`src/fsr_pkg.sv`:
```
// package for the flash status poller: constants, state and carrier types
package fsr_pkg;
   // ************************************************************
   // apb register map of the controller
   // ************************************************************
   localparam logic [7:0]  REG_CTRL    = 8'h00;  // command / start register
   localparam logic [7:0]  REG_ADDR    = 8'h04;  // flash word address
   localparam logic [7:0]  REG_WDATA   = 8'h08;  // program data / command word
   localparam logic [7:0]  REG_STATUS  = 8'h0C;  // controller status
   localparam logic [7:0]  REG_RESULT  = 8'h10;  // last word read: status or array data
   // ************************************************************
   // control register fields
   // ************************************************************
   localparam int CTRL_START   = 0;   // write 1: begin an action
   localparam int CTRL_MODE_LO = 1;   // action code, two bits
   localparam int CTRL_MODE_HI = 2;
   localparam logic [1:0] ACT_WRITE = 2'h0;  // single bus write cycle
   localparam logic [1:0] ACT_SREG  = 2'h1;  // read status register until ready
   localparam logic [1:0] ACT_POLL  = 2'h2;  // data-polling wait at address
   localparam logic [1:0] ACT_READ  = 2'h3;  // single bus read cycle
   // ************************************************************
   // status register bit positions
   // ************************************************************
   localparam int SR_READY    = 7;
   localparam int SR_ESUSP    = 6;
   localparam int SR_ERASE    = 5;
   localparam int SR_PROG     = 4;
   localparam int SR_ABORT    = 3;
   localparam int SR_PSUSP    = 2;
   localparam int SR_LOCK     = 1;
   localparam logic [15:0] SR_VALID_MASK  = 16'h00_7E;  // bits 6..1
   localparam logic [15:0] SR_USED_MASK   = 16'h00_FE;  // bits 7..1
   localparam logic [15:0] POLL_USED_MASK = 16'h00_EE;  // 7,6,5,3,2,1
   localparam int DQ_POLL   = 7;
   localparam int DQ_TOG    = 6;
   localparam int DQ_LIMIT  = 5;
   localparam int DQ_STARTD = 3;
   localparam int DQ_TOG2   = 2;
   localparam int DQ_ABORT  = 1;
   // ************************************************************
   // bus timing (ns) and derived counts at 100 mhz
   // ************************************************************
   localparam int CLK_NS       = 10;
   localparam int T_STROBE_NS  = 100;  // least strobe low time
   localparam int T_HOLD_NS    = 30;   // least strobe high time
   localparam int STROBE_CYC   = (T_STROBE_NS + CLK_NS - 1) / CLK_NS;
   localparam int HOLD_CYC     = (T_HOLD_NS + CLK_NS - 1) / CLK_NS;
   localparam logic [15:0] CMD_SREG_READ = 16'h00_70;  // status read command
   localparam logic [15:0] CMD_ADDR      = 16'h05_55;  // command address
   // ************************************************************
   // types
   // ************************************************************
   typedef enum logic [6:0] {
      ST_IDLE  = 7'b000_0001,
      ST_WR    = 7'b000_0010,
      ST_WHOLD = 7'b000_0100,
      ST_RD    = 7'b000_1000,
      ST_RHOLD = 7'b001_0000,
      ST_EVAL  = 7'b010_0000,
      ST_DONE  = 7'b100_0000
   } fsr_state_t;
   typedef struct packed {
      logic [22:0] addr;   // word address
      logic [15:0] dq_o;   // data out
      logic        dq_oe;  // data drive enable
      logic        ce_n;   // chip select, active low
      logic        oe_n;   // output enable, active low
      logic        we_n;   // write strobe, active low
   } fsr_bus_t;
endpackage

```
`src/fsr_ctrl.sv`:
```
// host controller that issues flash bus cycles and polls operation status
//
// Notes on behaviour
// - mask reserved status bits 15..8 and 0
// - ignore bits 6..1 while ready is 0
// - after suspend, read status until ready
// - poll at last loaded word address
// - erase: bit 7 zero, one when done
// - take array data on following read
// - recheck bit 7 after timeout bit
// - bit 3 one means erase began
//
// Decided for this implementation: register access over APB and the register offsets.
`timescale 1ns/100ps
`default_nettype none
module fsr_ctrl #(
   parameter int ADDR_W = 23
) (
   input  wire logic        clk_sys,
   input  wire logic        rst,
   input  wire logic        psel,
   input  wire logic        penable,
   input  wire logic        pwrite,
   input  wire logic [7:0]  paddr,
   input  wire logic [31:0] pwdata,
   output logic [31:0]      prdata,
   output logic             pready,
   output logic             pslverr,
   output logic [ADDR_W-1:0] fl_addr,
   output logic             fl_ce_n,
   output logic             fl_oe_n,
   output logic             fl_we_n,
   input  wire logic [15:0] fl_dq_i,
   output logic [15:0]      fl_dq_o,
   output logic             fl_dq_oe
);
   // ************************************************************
   // state
   // ************************************************************
   typedef struct packed {
      fsr_pkg::fsr_state_t st;     // sequencer state
      logic [1:0]          act;    // current action
      logic [ADDR_W-1:0]   addr;   // target address
      logic [15:0]         wdata;  // data / expected value
      logic [15:0]         dq_s1;  // pin sync stage one
      logic [15:0]         dq_s2;  // pin sync stage two
      logic [15:0]         last;   // previous status word
      logic [15:0]         result; // last word read
      logic                have;   // previous word valid
      logic                busy;   // action running
      logic                fail;   // poll ended in failure
      logic                sr_cmd; // status command phase done
      logic [7:0]          cnt;    // strobe timer
      logic [ADDR_W-1:0]   bus_a;  // driven address
      logic [15:0]         bus_d;  // driven data
      logic                dq_oe;  // data drive enable
      logic                ce_n;
      logic                oe_n;
      logic                we_n;
   } fsr_reg_t;
   fsr_reg_t r_q;  // registered state
   fsr_reg_t r_d;  // next state
   logic     wr_hit;  // apb write access
   // ************************************************************
   // helpers
   // ************************************************************
   // status valid bits only once ready, reserved bits dropped
   function automatic logic [15:0] sreg_view(input logic [15:0] w);
      if (w[fsr_pkg::SR_READY]) begin
         sreg_view = w & fsr_pkg::SR_USED_MASK;
      end else begin
         sreg_view = w & (fsr_pkg::SR_USED_MASK & ~fsr_pkg::SR_VALID_MASK);
      end
   endfunction
   assign wr_hit = psel && penable && pwrite;
   assign pready = 1'b1;  // zero wait states
   assign pslverr = 1'b0;
   // ************************************************************
   // next state
   // ************************************************************
   always_comb begin
      r_d = r_q;
      r_d.dq_s1 = fl_dq_i;  // two flops before use
      r_d.dq_s2 = r_q.dq_s1;
      // apb writes steer the sequencer
      if (wr_hit && !r_q.busy) begin
         unique case (paddr)
            fsr_pkg::REG_ADDR: begin
               r_d.addr = pwdata[ADDR_W-1:0];
            end
            fsr_pkg::REG_WDATA: begin
               r_d.wdata = pwdata[15:0];
            end
            fsr_pkg::REG_CTRL: begin
               if (pwdata[fsr_pkg::CTRL_START]) begin
                  r_d.act = pwdata[fsr_pkg::CTRL_MODE_HI:fsr_pkg::CTRL_MODE_LO];
                  r_d.busy = 1'b1;
                  r_d.fail = 1'b0;
                  r_d.have = 1'b0;
                  r_d.sr_cmd = 1'b0;
               end
            end
            default: begin
               r_d.busy = r_q.busy;  // unmapped: ignored
            end
         endcase
      end
      unique case (r_q.st)
         fsr_pkg::ST_IDLE: begin
            r_d.cnt = '0;
            if (r_d.busy && !r_q.busy) begin
               if (r_d.act == fsr_pkg::ACT_WRITE) begin
                  r_d.st = fsr_pkg::ST_WR;
                  r_d.bus_a = r_d.addr;
                  r_d.bus_d = r_d.wdata;
               end else if (r_d.act == fsr_pkg::ACT_SREG) begin
                  // status register needs its read command first
                  r_d.st = fsr_pkg::ST_WR;
                  r_d.bus_a = ADDR_W'(fsr_pkg::CMD_ADDR);
                  r_d.bus_d = fsr_pkg::CMD_SREG_READ;
               end else begin
                  r_d.st = fsr_pkg::ST_RD;  // poll or single read at given address
                  r_d.bus_a = r_d.addr;
               end
            end
         end
         fsr_pkg::ST_WR: begin
            r_d.ce_n = 1'b0;
            r_d.we_n = 1'b0;
            r_d.dq_oe = 1'b1;
            r_d.cnt = r_q.cnt + 8'd1;
            if (r_q.cnt == 8'(fsr_pkg::STROBE_CYC)) begin
               r_d.we_n = 1'b1;  // status valid after this rising edge
               r_d.cnt = '0;
               r_d.st = fsr_pkg::ST_WHOLD;
            end
         end
         fsr_pkg::ST_WHOLD: begin
            r_d.ce_n = 1'b1;
            r_d.dq_oe = 1'b0;
            r_d.cnt = r_q.cnt + 8'd1;
            if (r_q.cnt == 8'(fsr_pkg::HOLD_CYC)) begin
               r_d.cnt = '0;
               if (r_q.act == fsr_pkg::ACT_SREG) begin
                  r_d.sr_cmd = 1'b1;
                  r_d.st = fsr_pkg::ST_RD;
               end else begin
                  r_d.st = fsr_pkg::ST_DONE;
               end
            end
         end
         fsr_pkg::ST_RD: begin
            // each read cycle is a fresh ce/oe pulse so toggles advance
            r_d.ce_n = 1'b0;
            r_d.oe_n = 1'b0;
            r_d.cnt = r_q.cnt + 8'd1;
            if (r_q.cnt == 8'(fsr_pkg::STROBE_CYC) + 8'd2) begin
               r_d.result = r_q.dq_s2;  // sampled after sync delay
               r_d.ce_n = 1'b1;
               r_d.oe_n = 1'b1;
               r_d.cnt = '0;
               r_d.st = fsr_pkg::ST_RHOLD;
            end
         end
         fsr_pkg::ST_RHOLD: begin
            r_d.cnt = r_q.cnt + 8'd1;
            if (r_q.cnt == 8'(fsr_pkg::HOLD_CYC)) begin
               r_d.cnt = '0;
               r_d.st = fsr_pkg::ST_EVAL;
            end
         end
         fsr_pkg::ST_EVAL: begin
            r_d.st = fsr_pkg::ST_RD;
            if (r_q.act == fsr_pkg::ACT_READ) begin
               r_d.st = fsr_pkg::ST_DONE;
            end else if (r_q.act == fsr_pkg::ACT_SREG) begin
               // keep reading until ready, needed after suspend
               if (r_q.result[fsr_pkg::SR_READY]) begin
                  r_d.result = sreg_view(r_q.result);
                  r_d.fail = r_q.result[fsr_pkg::SR_ERASE] |
                             r_q.result[fsr_pkg::SR_PROG] |
                             r_q.result[fsr_pkg::SR_ABORT] |
                             r_q.result[fsr_pkg::SR_LOCK];
                  r_d.st = fsr_pkg::ST_DONE;
               end else begin
                  // status register read exits; reissue command
                  r_d.st = fsr_pkg::ST_WR;
                  r_d.bus_a = ADDR_W'(fsr_pkg::CMD_ADDR);
               end
            end else begin
               r_d.result = r_q.result & fsr_pkg::POLL_USED_MASK;
               r_d.last = r_q.result;
               r_d.have = 1'b1;
               if (r_q.have) begin
                  // true bit 7 and no bit 6 toggle: done; next read is data
                  if (r_q.result[fsr_pkg::DQ_POLL] == r_q.wdata[fsr_pkg::DQ_POLL] &&
                      r_q.result[fsr_pkg::DQ_TOG] == r_q.last[fsr_pkg::DQ_TOG]) begin
                     r_d.st = fsr_pkg::ST_RD;  // fresh read for data
                     r_d.act = fsr_pkg::ACT_READ;
                  end else if (r_q.last[fsr_pkg::DQ_LIMIT] || r_q.last[fsr_pkg::DQ_ABORT]) begin
                     // timeout or abort seen last read; this read rechecked bit 7
                     r_d.fail = 1'b1;
                     r_d.st = fsr_pkg::ST_DONE;
                  end
               end
            end
         end
         fsr_pkg::ST_DONE: begin
            r_d.busy = 1'b0;
            r_d.st = fsr_pkg::ST_IDLE;
         end
         default: begin
            r_d.st = fsr_pkg::ST_IDLE;
         end
      endcase
   end
   // ************************************************************
   // registers
   // ************************************************************
   always_ff @(posedge clk_sys or posedge rst) begin
      if (rst) begin
         r_q <= '{st: fsr_pkg::ST_IDLE, ce_n: 1'b1, oe_n: 1'b1, we_n: 1'b1, default: '0};
      end else begin
         r_q <= r_d;
      end
   end
   // ************************************************************
   // outputs and apb read mux
   // ************************************************************
   assign fl_addr  = r_q.bus_a;
   assign fl_dq_o  = r_q.bus_d;
   assign fl_dq_oe = r_q.dq_oe;
   assign fl_ce_n  = r_q.ce_n;
   assign fl_oe_n  = r_q.oe_n;
   assign fl_we_n  = r_q.we_n;
   always_comb begin
      unique case (paddr)
         fsr_pkg::REG_ADDR:   prdata = 32'(r_q.addr);
         fsr_pkg::REG_WDATA:  prdata = {16'h0000, r_q.wdata};
         fsr_pkg::REG_STATUS: prdata = {30'h0000_0000, r_q.fail, r_q.busy};
         fsr_pkg::REG_RESULT: prdata = {16'h0000, r_q.result};  // bits 3,2 kept
         default:             prdata = 32'h0000_0000;
      endcase
   end
endmodule
`default_nettype wire

```
`config.mk`:
```
export PLATFORM = sky130hd
export DESIGN_NAME = fsr_ctrl
export DESIGN_NICKNAME = d
export VERILOG_FILES = /design/src/fsr_pkg.sv /design/src/fsr_ctrl.sv
export SDC_FILE = /design/constraint.sdc
export NUM_CORES = 1
export LEC_CHECK = 0
export ABC_AREA = 1
export BUFFER_PORTS_ARGS = -buffer_cell sky130_fd_sc_hd__buf_2
export CAP_MARGIN = 20
export CORE_ASPECT_RATIO = 0.5
export CORE_MARGIN = 2
export CORE_UTILIZATION = 40
export DETAILED_ROUTE_END_ITERATION = 7
export GPL_ROUTABILITY_DRIVEN = 0
export HOLD_SLACK_MARGIN = 0.06
export PLACE_DENSITY = 0.66
export SLEW_MARGIN = 20
export SYNTH_ARGS = -nofsm -noshare
export SYNTH_HDL_FRONTEND = slang
export SYNTH_SLANG_ARGS = --single-unit
export TNS_END_PERCENT = 5
```
`constraint.sdc`:
```
create_clock -name clk_sys -period 6.9 [get_ports clk_sys]
set_clock_uncertainty 0.05 [all_clocks]
set_input_delay 0.345 -clock clk_sys [delete_from_list [all_inputs] [get_ports clk_sys]]
set_output_delay 0.345 -clock clk_sys [all_outputs]
set_load 0.1 [all_outputs]
```
Word-level counts from Yosys, hierarchy flattened
Index checks and enable logic that the tools add are counted.

storage, ports and cells
  register bits = 167
  latch bits = 0
  RAM bits = 0
  memory bits (read-only) = 0
  input bits = 61
  output and inout port bits = 77
  logic and storage cells = 145
  memories = 0

operators by class
  add/subtract/negate cells = 1
  multipliers = 0
  div/mod/pow operators = 0
  order comparisons = 0
  equality and inequality tests = 29
  shifts and indexed selects = 0
  muxes and demuxes = 64
  bitwise logic cells = 6
  reduce and logical (&&, ||, !) cells = 23

operators with widths
  kind                 number
  $mux 23              5
  $pmux 23 s4          1
  $mux 7               12
  $mux 16              5
  $mux 39              2
  $pmux 23 s2          1
  $pmux 7 s6           1
  $mux 41              1
  $pmux 8 s5           1
  $eq 8x4->1 const B   4
  $pmux 16 s2          1
  $mux 8               3
  $mux 9               2
  $ne 2x2->1 const B   9
  $mux 17              1
  $mux 2               8
  $mux 1               15
  $mux 4               3
  $reduce_and 4->1     3
  $reduce_and 5->1     2
  $reduce_and 3->1     3
  $add 8x1->8 const B  1
  $eq 8x2->1 const B   1
  $eq 8x3->1 const B   1
  24 further kinds     37

Logic depth before layout (Yosys ltp)
  word-level depth = 10
  depth in mapped cells = 12
  gate-level depth less buffers = 11

Worst setup path before layout
No wires, ideal clock.

  kind = input -> output
  start point = in paddr[5]
  end point = out prdata[4]
  data arrival time = 2.581 ns
  data required time = 6.505 ns
  slack = 3.924 ns
  stages = 5
  buffers on the path = 0
  cell sequence = nor2_1 > nand2_2 > nor3_1 > nand2_1 > o221ai_1

between the ends
  cells in the longest elaborated chain, start to end = 2
  elaborated cells on any way between the ends = 5
  classes of those cells = 4 x eq/ne; 1 x mux

ends and longest elaborated chain
  what                                RTL line         text
  start: declaration                  fsr_ctrl.sv:24   input wire logic [7:0] paddr,
  $eq 8x5->1 (tied with other cells)  fsr_ctrl.sv:237  unique case (paddr)
  $pmux 23 s4 *                       fsr_ctrl.sv:237
  end: declaration                    fsr_ctrl.sv:26   output logic [31:0] prdata,

Every way passes the cells marked *; elsewhere a longest branch is shown, timed or not.

Worst setup path in the final report
  start point = in paddr[1]
  end point = out prdata[1]

Same word-level chain as after synthesis.

==> summary.md <==
| Metric | Value |
|---|---|
| Via density per instance | `approximately 4.7` |
| Async SR Flop Fraction | `100%` |
| Flop pwr share | `between 40% and 50%` |
| Global-route wire length before repair | `28.2 mm` |
| GR Util met1 | `25.0%` |
| Startpoint Class | `input pin` |
| Synth Area in Compound Gates | `between 6 and 7%` |
| Worst skew pair latency | `around 420 ps` |
| Gr busiest metal | `met2` |
| VDD IR max | `0.000168 V` |
| P_sw | `approximately 640 µW` |
| Initial DRC count | `295` |
| Die area | `roughly 19,000 µm²` |
| #FFs+latches synth | `around 150` |
| Total global routing overflow | `0` |
| Final wirelength | `about 17 mm` |
| Comb power frac | `about an eighth` |
| Total GRT Usage | `18.7%` |
| DR pass1 iterations | `4` |
| Synth Area in XOR/XNOR | `less than 1%` |
| Worst Path Required | `about 6500 ps` |
| Hpwl dp | `~12 mm` |
| Sw Ratio | `between 20% and 30%` |
| IO Port Bufs | `between 100 and 150` |
| Syn. warnings | `0` |
| TritonCTS clock tree | `yes` |
| CP dominant cell by count | `nand2_1` |
| Period utilization | `between 40% and 50%` |
| Worst Tran Pin Value | `~890 ps` |
| Status | `complete, no violations` |
| PwrDens | `270 nW/µm²` |
| Initial Util | `~41%` |
| Final setup viols | `0` |
| Area Overhead vs Synth | `16.7%` |
| Top-count cell post-synth | `nand2_1` |
| Die Y | `99.1 µm` |
| Clock power frac | `44.6%` |
| Final Slew Violations | `0` |
| Wire per inst | `roughly 15 µm` |
| Core Area | `about 18,000 µm²` |
| Worst setup path endpoint | `prdata[1]` |
| Post-synthesis cell area | `7230 µm²` |
| Share of cells above drive strength 1 | `a little under a quarter` |
| Max incr delay on CP | `roughly 500 ps` |
| # fillers | `approximately 1,700` |
| Area share of fa/ha/maj cells after synthesis | `less than 1%` |
| Sinks on Clock Net | `~150` |
| Largest net degree at the start of global routing | `96` |
| Setup crit end kind | `primary output` |
| Dominant cell type by area after synthesis | `dfrtp_1` |
| Worst-path cell chain | `buf_2 > nor2_1 > nand2_1 > nor2_1 > nand2_1 > inv_1 > nand2_1 > o2111ai_1 > buf_2` |
| CP max FO | `12` |
| Setup TNS | `0 ps` |
| Most used flip-flop cell after synthesis | `dfrtp_1` |
| Clock buffer count from CTS | `17` |
| Largest cells by area after synthesis | `dfrtp_1, nand2_1, buf_4, inv_1, nand3_1` |
| CTS resizes | `0` |
| Nets | `about 990` |
| Longest Clk Path Bufs | `2` |
| Seq/Total Area, Yosys | `between 50 and 60%` |
| Clock-pin slew on the worst setup and hold paths | `~60 ps` |
| Netlist cell types | `42` |
| Critical path's slowest cell | `inv_1` |
| Number of diodes | `0` |
| Post-CTS Setup Bufs | `0` |
| Chip width | `194 µm` |
| Initial antenna violation count | `0` |
| CP Data Arrival Time | `2540 ps` |
| Final ANT Viol Nets | `0` |
| Worst Hold Class | `input pin to async pin` |
| Vias in the first global route | `~5,600` |
| R2r setup slk | `4850 ps` |
| Synth top area share | `51.6%` |
| Fmax | `approximately 0.34 GHz` |
| Std-Cell Rows | `34` |
| WHS | `about 27 ps` |
| Ports | `138` |
| RSZ-0062 raised after global routing | `no` |
| Avg Cell Area, Syn | `a little under 9 µm²` |
| Cell count after placement | `1,123` |
| Max_slew headroom | `40.9%` |
| Commonest cells in the netlist | `nand2_1, dfrtp_1, inv_1` |
| R2R depth | `8` |
| Finished Core Util | `between 40% and 50%` |
| Post-synth EDFFs | `0` |
| Post-synthesis instance total | `between 800 and 900` |
| Final hold vios | `0` |
| Largest family of logic cells by synthesized area | `simple AND/OR/NAND/NOR gates` |
| MaxCap Viol Count | `0` |
| DR vias | `roughly 5,500` |
| Global-route met2 utilization | `between 20% and 30%` |
| # DRC | `0` |
| Synth Area in Simple Gates | `approximately 26%` |
| RR Startpoint | `r_q[163]` |
| Clock Tree Root | `clkbuf_16` |
| Minimum clock period | `2930 ps` |
| R2r endpoint | `fl_addr[2]` |
| Mux cell area share after synthesis | `less than 1%` |
| P_int | `1650 µW` |
| Met3 Track Usage GR | `approximately 4.2%` |
| H-tree depth | `4` |
| Non-filler cells, final | `between 1,000 and 1,500` |
| Pleak | `approximately 0.0046 µW` |
| Worst setup path class | `input pin to primary output` |
| Crit path from | `paddr[1]` |
-- layout by cell type, fill, tap and decap left out, drive strengths merged, types with 2 or more instances in the layout --
cell         Yosys  routed
ha               3       3
o221ai           4       4
nor2            72      72
inv            114     121
nor3             4       4
clkinv           2       4
o2111ai          2       2
buf             69     118
conb             2      11
bufinv           0       4
clkbuf           2      17
a21oi            6       6
nor3b            2       2
xor2             4       4
dlygate4sd3      0      16
nand2          260     260
o211ai           4       4
o21ai           59      59
or2              4       4
nand4            7       7
dfstp            4       4
nand3           54      54
dfrtp          149     149
-- power by group through the flow --
| stage | logic (µW) | clock network (µW) | registers (µW) |
|---|---|---|---|
| final | 284 | 1020 | 980 |
| after global routing | 317 | 1070 | 986 |
| after CTS | 287 | 1030 | 980 |
| after detailed placement | 278 | 0 | 997 |
| after global placement | 273 | 0 | 995 |
| after floorplan | 223 | 0 | 994 |
-- per-stage QoR --
step / setup WS (ps) / instance area (µm²) / total power [µW]
2_1_floorplan: 2390 / 7260 / 1220
3_3_place_gp: 3970 / 7640 / 1270
3_5_place_dp: 3970 / 7640 / 1280
4_1_cts: 3960 / 8430 / 2300
5_1_grt: 3820 / 8440 / 2380
6_report: 3970 / 8440 / 2280
-- worst max-delay path, delay by kind of cell --
kind | cells | cell delay (ps)
AO/OA/AOI/OAI | 1 | 140
AND/OR/NAND/NOR | 5 | 960
buffers and inverters | 3 | 1080
-- layout make-up --
cell class | count | area [µm²] | share of cell area, %
flip-flops and latches | 153 | 3830 | 45.4
clock buffers | 17 | 425 | 5.04
inverters | 116 | 448 | 5.31
clock inverters | 14 | 209 | 2.48
well taps | 234 | 293 | 3.47
multi-input cells | 502 | 2480 | 29.3
repair buffers | 134 | 753 | 8.93
-- metal layers --
metal | vias to the layer above | share of wire (%) | wire [µm]
met2 | 112 | 47 | 7960
met5 | - | 0 | 0
met1 | 2658 | 48 | 8130
met4 | 0 | 2.2 | 378
met3 | 26 | 3.2 | 544
li1 | 2702 | - | -
-- cells by family after synthesis --
group / count (synthesis)
mux: 1
buf+inv: 187
simple gates: 404
other cells: 2
fa+ha+maj: 3
compound gates: 78
xor+xnor: 5
flops: 153
-- how the worst min path moves through the flow --
stage,end,slack [ps],cells after the start
after floorplan,r_q[100],280,0
after global placement,r_q[91],290,0
after detailed placement,r_q[90],290,0
after CTS,fl_dq_o[10],100,2
after global routing,r_d[99],120,2
final,r_d[99],30,2
-- registers in the layout, summed over array words and instances (netlist names) --
| register | cells |
|---|---|
| fl_dq_oe | 1 |
| r_d | 16 |
| fl_oe_n | 1 |
| r_q | 94 |
| fl_dq_o | 16 |
| fl_ce_n | 1 |
| fl_addr | 23 |
| fl_we_n | 1 |
-- what timing repair did --
item,in CTS,in global routing
hold endpoints to repair,16,0
hold buffers,16,0
setup endpoints to repair,0,0
Power figures use the tool's default switching activity.
